### src/shared/caf_regs.svh
// Register offsets, reset values and field constants for the action field applier
`ifndef CAF_REGS_SVH
`define CAF_REGS_SVH

`define CAF_ADDR_W 4
`define CAF_OFF_CTRL 4'h0
`define CAF_OFF_STATUS 4'h4
`define CAF_OFF_COUNT 4'h8
`define CAF_CTRL_RST 32'h0000_0000
`define CAF_LOOKUPS 3
`define CAF_ST_KEY_LSB 16
`define CAF_ST_DONE_BIT 21
`define CAF_ST_SHORT_BIT 22

`define CAF_MID_W 12
`define CAF_PT_W 5
`define CAF_PTS_W 3
`define CAF_FP_W 8
`define CAF_W32_SHIFT 2
`define CAF_W16_SHIFT 1

`define CAF_FORCE_NONE 2'h0
`define CAF_FORCE_XTR 2'h1
`define CAF_FORCE_INJ 2'h2
`define CAF_FORCE_LBK 2'h3

`define CAF_MOVE_NONE 2'h0
`define CAF_MOVE_ETH 2'h1
`define CAF_MOVE_IP_ETH 2'h2

`define CAF_NK_DEFAULT 4'h0
`define CAF_NK_TRI_VLAN 4'h5
`define CAF_NK_NORMAL_DST 4'h8
`define CAF_NK_DONE 4'hF
`define CAF_KEY_TRI_VLAN_IDX 5'h10

`define CAF_IPVER_4 4'h4
`define CAF_IPVER_6 4'h6

`endif

### src/shared/caf_pkg.sv
// Types shared by the action field applier and its users
package caf_pkg;

	typedef enum logic [1:0] {
		CAF_LAYOUT_LABEL = 2'h0,
		CAF_LAYOUT_REDUCED = 2'h1,
		CAF_LAYOUT_CLASSIFY = 2'h2,
		CAF_LAYOUT_FULL = 2'h3
	} caf_layout_t;

	typedef enum logic [1:0] {
		CAF_FT_ETH = 2'h0,
		CAF_FT_CW = 2'h1,
		CAF_FT_LABEL = 2'h2,
		CAF_FT_DATA = 2'h3
	} caf_frame_type_t;

	typedef enum logic [2:0] {
		CAF_ACT_NONE = 3'h0,
		CAF_ACT_EXTRACT = 3'h1,
		CAF_ACT_INJECT = 3'h2,
		CAF_ACT_MASQ_INJECT = 3'h3,
		CAF_ACT_QS_LOOPBACK = 3'h4,
		CAF_ACT_ASM_LOOPBACK = 3'h5
	} caf_pipe_action_t;

	// Matched entry action word, already split into fields
	typedef struct packed {
		caf_layout_t layout;
		logic [11:0] match_identifier;
		logic [11:0] match_identifier_override_mask;
		logic [1:0] pipeline_force_control;
		logic pipeline_action_select;
		logic [4:0] forced_pipeline_point;
		logic [2:0] forced_pipeline_point_short;
		logic [3:0] next_key_type;
		logic [1:0] pointer_word_offset;
		logic [4:0] pointer_halfword_offset;
		logic [1:0] type_based_pointer_move;
	} caf_action_t;

	// Per-frame state entering this lookup
	typedef struct packed {
		logic [1:0] lookup_index;
		logic [11:0] match_identifier;
		logic pipeline_point_short;
		logic [4:0] pipeline_point;
		caf_pipe_action_t pipeline_action;
		logic [7:0] frame_pointer;
		caf_frame_type_t frame_type;
		logic [3:0] ip_version;
		logic [7:0] eth_layer_len;
		logic [7:0] ip_header_len;
		logic classification_complete;
		logic [47:0] dmac;
		logic [47:0] smac;
		logic [31:0] ipv4_dip;
		logic [31:0] ipv4_sip;
	} caf_context_t;

	// Result handed to the next key generator and the frame pipeline
	typedef struct packed {
		logic [11:0] header_classification_result;
		logic pipeline_point_short;
		logic [4:0] pipeline_point;
		caf_pipe_action_t pipeline_action;
		logic [7:0] frame_pointer;
		logic [4:0] next_key;
		logic classification_complete;
		logic [47:0] key_smac;
		logic [31:0] key_ipv4_sip;
	} caf_result_t;

endpackage

### src/verilog/caf_apply.sv
// Action field applier: match_identifier merge, forced pipeline point, next key type and frame pointer advance
`timescale 1ns/10ps
`default_nettype none
`include "caf_regs.svh"

// Function
// - Masked bits take action match identifier
// - Nonzero force control overrides pipeline point
// - Decode force: none, extract, inject, loopback
// - Inject: select picks plain or masquerade
// - Loopback: select picks queue or assembler
// - Reduced layout uses 3-bit point code
// - Non-reduced layouts use 5-bit point code
// - Next key type forces next key
// - Code 5 picks triple VLAN variant
// - Code 8 puts destination into source fields
// - Code 15 completes classification, stops lookups
// - Add word offset times four
// - Add halfword offset times two
// - Skipped reserved labels not counted again
// - Type move first, then offsets
// - Type move: none, Ethernet, IP+Ethernet
// - Merged identifier goes to header result
module caf_apply (
	input wire logic sys_clk_i,
	input wire logic sys_rst_i,
	input wire logic req_valid_i,
	output logic req_ready_o,
	input wire caf_pkg::caf_action_t action_i,
	input wire caf_pkg::caf_context_t context_i,
	output logic res_valid_o,
	output var caf_pkg::caf_result_t result_o,
	input wire logic wb_cyc_i,
	input wire logic wb_stb_i,
	input wire logic wb_we_i,
	input wire logic [`CAF_ADDR_W-1:0] wb_adr_i,
	input wire logic [3:0] wb_sel_i,
	input wire logic [31:0] wb_dat_i,
	output logic [31:0] wb_dat_o,
	output logic wb_ack_o
);
	import caf_pkg::*;

	////////////////////////////////////////////////////////////////////////////
	// Field gating per layout
	caf_action_t act;
	logic [3:0] tri_vlan_sel;

	always_comb begin
		act = action_i;
		// Fields the layout does not carry must not cause overrides
		if (action_i.layout != CAF_LAYOUT_FULL) begin
			act.match_identifier_override_mask = 12'h000;
		end
		if (action_i.layout == CAF_LAYOUT_REDUCED) begin
			act.forced_pipeline_point = 5'h00;
			act.pointer_halfword_offset = 5'h00;
		end else begin
			act.forced_pipeline_point_short = 3'h0;
			act.pointer_word_offset = 2'h0;
		end
		if (action_i.layout == CAF_LAYOUT_FULL) begin
			act.type_based_pointer_move = `CAF_MOVE_NONE;
		end
	end

	////////////////////////////////////////////////////////////////////////////
	// Result computation
	caf_result_t calc;
	logic [7:0] moved_ptr;
	logic ip_present;

	always_comb begin
		calc.header_classification_result = (context_i.match_identifier & ~act.match_identifier_override_mask)
			| (act.match_identifier & act.match_identifier_override_mask);

		calc.pipeline_point_short = context_i.pipeline_point_short;
		calc.pipeline_point = context_i.pipeline_point;
		calc.pipeline_action = context_i.pipeline_action;
		if (act.pipeline_force_control != `CAF_FORCE_NONE) begin
			if (act.layout == CAF_LAYOUT_REDUCED) begin
				calc.pipeline_point_short = 1'b1;
				calc.pipeline_point = {2'h0, act.forced_pipeline_point_short};
			end else begin
				calc.pipeline_point_short = 1'b0;
				calc.pipeline_point = act.forced_pipeline_point;
			end
			case (act.pipeline_force_control)
				`CAF_FORCE_XTR: begin
					calc.pipeline_action = CAF_ACT_EXTRACT;
				end
				`CAF_FORCE_INJ: begin
					calc.pipeline_action = act.pipeline_action_select ? CAF_ACT_MASQ_INJECT : CAF_ACT_INJECT;
				end
				default: begin
					calc.pipeline_action = act.pipeline_action_select ? CAF_ACT_ASM_LOOPBACK
						: CAF_ACT_QS_LOOPBACK;
				end
			endcase
		end

		// Incoming pointer already sits past skipped reserved labels, so no correction here
		ip_present = (context_i.ip_version == `CAF_IPVER_4) || (context_i.ip_version == `CAF_IPVER_6);
		moved_ptr = context_i.frame_pointer;
		case (act.type_based_pointer_move)
			`CAF_MOVE_ETH: begin
				if (context_i.frame_type == CAF_FT_ETH) begin
					moved_ptr = context_i.frame_pointer + context_i.eth_layer_len;
				end
			end
			`CAF_MOVE_IP_ETH: begin
				// IP header length includes any IPv4 options
				if (context_i.frame_type == CAF_FT_ETH) begin
					moved_ptr = context_i.frame_pointer + context_i.eth_layer_len + context_i.ip_header_len;
				end else if (context_i.frame_type == CAF_FT_CW && ip_present) begin
					moved_ptr = context_i.frame_pointer + context_i.ip_header_len;
				end
			end
			default: begin
				moved_ptr = context_i.frame_pointer;
			end
		endcase
		// Pointer is 8 bits wide; offsets past 255 wrap, as the rewriter cannot reach them anyway
		calc.frame_pointer = moved_ptr
			+ {4'h0, act.pointer_word_offset, 2'h0}
			+ {2'h0, act.pointer_halfword_offset, 1'b0};

		calc.next_key = {1'b0, act.next_key_type};
		if (act.next_key_type == `CAF_NK_TRI_VLAN && tri_vlan_sel[context_i.lookup_index]) begin
			calc.next_key = `CAF_KEY_TRI_VLAN_IDX;
		end
		calc.classification_complete = context_i.classification_complete
			| (act.next_key_type == `CAF_NK_DONE);
		calc.key_smac = context_i.smac;
		calc.key_ipv4_sip = context_i.ipv4_sip;
		if (act.next_key_type == `CAF_NK_NORMAL_DST) begin
			calc.key_smac = context_i.dmac;
			calc.key_ipv4_sip = context_i.ipv4_dip;
		end
	end

	////////////////////////////////////////////////////////////////////////////
	// Result registers, one cycle after the request
	caf_result_t next_result_o;
	logic next_res_valid_o;
	logic [31:0] action_count;
	logic [31:0] next_action_count;

	assign req_ready_o = 1'b1;

	always_comb begin
		next_res_valid_o = req_valid_i;
		next_result_o = result_o;
		next_action_count = action_count;
		if (req_valid_i) begin
			next_result_o = calc;
			next_action_count = action_count + 32'h0000_0001;
		end
	end

	always_ff @(posedge sys_clk_i) begin
		if (sys_rst_i) begin
			res_valid_o <= 1'b0;
			result_o <= '0;
			action_count <= 32'h0000_0000;
		end else begin
			res_valid_o <= next_res_valid_o;
			result_o <= next_result_o;
			action_count <= next_action_count;
		end
	end

	////////////////////////////////////////////////////////////////////////////
	// Wishbone slave: acks one cycle after the strobe, for one cycle
	logic [31:0] ctrl;
	logic [31:0] next_ctrl;
	logic [31:0] next_wb_dat_o;
	logic next_wb_ack_o;
	logic wb_req;
	logic [31:0] byte_mask;

	// Lookup index 3 has no variant bit; padding keeps the index in range and reads it as plain
	assign tri_vlan_sel = {1'b0, ctrl[`CAF_LOOKUPS-1:0]};
	assign wb_req = wb_cyc_i & wb_stb_i & ~wb_ack_o;

	generate
		for (genvar b = 0; b < 4; b++) begin : g_lane
			assign byte_mask[8*b +: 8] = {8{wb_sel_i[b]}};
		end
	endgenerate

	always_comb begin
		next_wb_ack_o = wb_req;
		next_ctrl = ctrl;
		next_wb_dat_o = 32'h0000_0000;
		if (wb_req) begin
			if (wb_adr_i == `CAF_OFF_CTRL) begin
				next_wb_dat_o = ctrl;
				if (wb_we_i) begin
					// Only the per-lookup variant bits exist; the rest stay zero
					next_ctrl = ((ctrl & ~byte_mask) | (wb_dat_i & byte_mask))
						& {{(32-`CAF_LOOKUPS){1'b0}}, {`CAF_LOOKUPS{1'b1}}};
				end
			end else if (wb_adr_i == `CAF_OFF_STATUS) begin
				next_wb_dat_o = 32'h0000_0000;
				next_wb_dat_o[11:0] = result_o.header_classification_result;
				next_wb_dat_o[`CAF_ST_KEY_LSB +: 5] = result_o.next_key;
				next_wb_dat_o[`CAF_ST_DONE_BIT] = result_o.classification_complete;
				next_wb_dat_o[`CAF_ST_SHORT_BIT] = result_o.pipeline_point_short;
			end else if (wb_adr_i == `CAF_OFF_COUNT) begin
				next_wb_dat_o = action_count;
			end else begin
				next_wb_dat_o = 32'h0000_0000;
			end
		end
	end

	always_ff @(posedge sys_clk_i) begin
		if (sys_rst_i) begin
			ctrl <= `CAF_CTRL_RST;
			wb_ack_o <= 1'b0;
			wb_dat_o <= 32'h0000_0000;
		end else begin
			ctrl <= next_ctrl;
			wb_ack_o <= next_wb_ack_o;
			wb_dat_o <= next_wb_dat_o;
		end
	end

endmodule
`default_nettype wire

### config.mk
export PLATFORM = sky130hd
export DESIGN_NAME = caf_apply
export DESIGN_NICKNAME = d
export VERILOG_FILES = /design/src/shared/caf_pkg.sv /design/src/verilog/caf_apply.sv
export VERILOG_INCLUDE_DIRS = /design/src /design/src/shared
export SDC_FILE = /design/constraint.sdc
export NUM_CORES = 1
export LEC_CHECK = 0
export BUFFER_PORTS_ARGS = -buffer_cell sky130_fd_sc_hd__buf_2
export CAP_MARGIN = 25
export CORE_AREA = 2 2 180 182
export CTS_BUF_LIST = sky130_fd_sc_hd__clkbuf_4 sky130_fd_sc_hd__clkbuf_8 sky130_fd_sc_hd__clkbuf_16
export DETAILED_ROUTE_END_ITERATION = 8
export DIE_AREA = 0 0 182 184
export PLACE_DENSITY = 0.57
export SYNTH_ARGS = -nofsm -noshare
export SYNTH_HDL_FRONTEND = slang
export SYNTH_SLANG_ARGS = --single-unit
### constraint.sdc
create_clock -name sys_clk_i -period 4.7 [get_ports sys_clk_i]
set_clock_uncertainty 0.15 [all_clocks]
set_input_delay 0.94 -clock sys_clk_i [delete_from_list [all_inputs] [get_ports sys_clk_i]]
set_output_delay 0.94 -clock sys_clk_i [all_outputs]
set_load 0.1 [all_outputs]
==> results.txt <==
* Die Y: ~180 µm
- Critical path endpoint category: flop
* Max Fclk: roughly 210 MHz
- Largest net degree at the start of global routing: between 80 and 90
* Fin util: 0.404
- Worst IR drop on VDD: 0.000219 V
- Averaged over all synthesized cells, the footprint is 9.00 µm².
- For this block, the routed nets add up to a little under 30,000 µm of wire.
* Die ar.: 33,500 µm²
- Counting distinct cell types in the post-synthesis netlist gives 60.
- Worst relative slew slack: 0.358
- The run finished, with violations left.
- At the end of routability-driven placement, the weighted congestion stood at 0.843.
- Most frequent standard cell in the layout excluding fill and tap cells: buf_2
- At the worst endpoint, the arrival time is 4.91 ns.
- In this run the critical register-to-register path is launched from action_count[0].
- Post-synthesis sequential element count: ~180
- Core area: 31,400 µm²
* Kind of launch point of the worst setup path: input pin
- Ratio of cells with drive above 1 in the final layout: 0.376
* Die extent in x: between 150 and 200 µm
- After layout, the worst setup slack is -0.0284 ns.
- Number of CTS-inserted buffers: 17
* Pwr per Cell Area: approximately 360 nW/µm²
* Clock tree sinks: 184
- Detailed-router iteration count before antenna repair: 7
- The share of the Yosys chip area taken by registers is 0.403.
- Overflow after GRT: 0
- The routed design could run at a clock period as short as about 4.7 ns.
- Final hold violation count: 0
- TritonCTS built the clock tree.
* Number of instances in the synthesized netlist: slightly above 1k
- The critical path is of the input pin to flop type.
* Most area-hungry cell type in the Yosys netlist: dfxtp_1
* Avg Vias per Cell: 4.73
- For this design the static power due to leakage is 0.00578 µW.
- Summing all placed instances gives a cell area of 11,900 µm².
- Compared with the post-synthesis result, the final layout area differs by 38.7%.
* Most used cells in the layout excluding fill and tap cells: 421 x buf_2, 184 x dfxtp_1, 174 x nor2_1
* Yosys top cell area share: 0.403
- Critical path required time: 4.88 ns
- For this run, the total global-route usage over all layers was measured as 0.166.
* Number of synthesis warnings: 0
- Boundary pin count: 460
- Final HPWL DP: 22,400 µm
- The first global-routing pass estimated 44,300 µm of wire.
- Cells taking the most area after synthesis: dfxtp_1 40%, mux2i_1 11%, nor2_1 7.1%, a211oi_1 6.9%, ha_1 4.8%
- The tightest min-delay check is of the flop to flop type.
- Worst Min Path Start: result_o[89]
- The synthesized design contains 0 enable-type register cells.
- The H-tree was split into 4 levels.
- Input and output buffers added on the ports amount to 425.
- Along the worst hold path, the cell count comes to 2.
* Antenna violation net count after detailed routing: 0
- Unrepaired setup endpoints after global routing: yes
* Via total after detailed routing: 8,827
- R2r endpoint: action_count[30]
- The detailed router finished its first iteration with approximately 420 violations.
- Of all nets on the critical path, the largest fanout is 3.
* Terminating pin of the worst hold path: result_o[89]
- For the worst flop-to-flop path, the logic depth is 8.
- Most used flip-flop cell after synthesis: dfxtp_1
- Number of global-route vias before repair: 8,415
* Syn Nets: around 1.4k
- Across the run, the number of max-cap violations was 0.
- Rows: 65
- Antenna violations before repair: 1
* Portion of the clock cycle consumed by the worst path in the final layout: 1.01
* Proportion of register bits with asynchronous set or reset after synthesis: 0
* Register-to-Register Setup Slack: approximately 2.4 ns
- Detail-routed net length per standard cell: about 16 µm
* Remaining design rule violation count: 0
- Slew Viols, Final: 0
- Post-CTS Hold Buffers: 0
- Worst-path clk slew: 0.07 ns
- Effective utilization at floorplan: 0.292
* Post-synthesis instance area: 9150 µm²
* Final setup violation count: 1
* Worst Tran Pin Value: about 0.96 ns
* Final-stage net count: ~1.8k
- The checks that failed: setup timing.
* Clock buffer depth: 2
- Clock root buffer master: clkbuf_16
* Total non-filler cell area in the finished layout: 12,700 µm²
- The later pin in the worst-skew pair is clocked with a latency of around 0.42 ns.
-- layer usage --
metal  GRT usage  share of wire
met3      0.0414          0.059
met1       0.202           0.43
met2       0.292           0.50
met5           0              0
met4      0.0439          0.017
-- per-stage QoR --
step / cells / setup TNS [ns] / worst slack [ns] / hold WS (ns) / total power (µW)
after global placement: 1821 / -1.29 / -0.510 / 0.318 / 3050
after detailed placement: 1821 / -1.49 / -0.538 / 0.320 / 3060
after global routing: 1865 / -0.390 / -0.308 / 0.348 / 4770
final: 1865 / -0.0284 / -0.0284 / 0.327 / 4540
after CTS: 1861 / 0 / 0.0137 / 0.330 / 4570
after floorplan: 1017 / -0.156 / -0.156 / 0.300 / 2690
-- registers in the layout, summed over array words and instances, names as in the netlist, named ones only --
signal        flops
wb_ack_o          1
res_valid_o       1
result_o        115
action_count     32
wb_dat_o         32
-- Yosys cell counts, types with 3 or more instances --
master	count
xnor2_1	24
inv_1	26
and3_1	5
clkbuf_1	56
a22o_1	19
o41ai_2	3
a311oi_1	14
xor2_1	25
o21ai_0	22
fa_1	6
a222oi_1	3
and2_1	20
a21o_1	5
or3_1	5
o21bai_1	4
ha_1	35
nor3_1	7
a21oi_1	25
a211oi_1	84
nand3b_1	4
buf_2	11
a22oi_1	3
nand4_1	5
nand2_1	66
o211ai_1	4
mux2i_1	101
nor2_1	174
nor2b_1	6
nand3_1	29
dfxtp_1	184
o22ai_1	7
-- layout make-up --
class	count	area [µm²]
Sequential cell	184	3680
Multi-Input combinational cell	738	5190
Timing Repair Buffer	482	2600
Clock inverter	14	173
Clock buffer	18	439
Inverter	26	97.6
Antenna cell	1	2.50
Fill cell	3238	18700
Tap cell	402	503
-- cells by family after synthesis --
family,synth area share
buf+inv,0.0440
fa+ha+maj,0.0610
xor+xnor,0.0469
mux,0.110
other cells,0.000410
compound gates,0.169
simple gates,0.165
flops,0.403
-- report_power, final --
group / internal [µW] / total, µW / leakage, µW / switching, µW
Clock: 737 / 1470 / 0.000290 / 731
Sequential: 1640 / 1680 / 0.00151 / 44.7
Combinational: 431 / 1390 / 0.00398 / 962
Total: 2800 / 4540 / 0.00578 / 1740
-- worst max path at each step --
stage                   startpoint           end  slack (ns)  depth (start not counted)
floorplan           context_i[169]  result_o[93]       -0.16                         20
global placement    context_i[169]  result_o[93]       -0.51                         21
detailed placement  context_i[169]  result_o[93]       -0.54                         22
CTS                 context_i[183]  result_o[93]        0.01                         21
global route        context_i[169]  result_o[93]       -0.31                         22
finish              context_i[169]  result_o[93]       -0.03                         22
-- worst max-delay path, stage by stage --
cell	delay (ns)
buf_6	0.10
ha_4	0.16
fa_2	0.40
buf_6	0.14
a21o_1	0.17
a21oi_2	0.22
xnor2_2	0.17
ha_4	0.25
o21ai_2	0.06
a21oi_2	0.06
or3_1	0.34
nand3_2	0.07
o21ai_1	0.06
a222oi_1	0.31
inv_1	0.08
ha_1	0.30
ha_1	0.31
nor2b_1	0.14
o21ai_1	0.11
nand2b_1	0.10
a31o_1	0.20
a311oi_2	0.21
-- repair_timing --
item,4_1_cts,5_1_grt
buffers inserted,8,5
resized for setup,5,19
pin swaps,8,14
gates cloned,0,0
endpoints found under the setup margin,1,3
No activity file was read; power rests on OpenSTA's default activity.
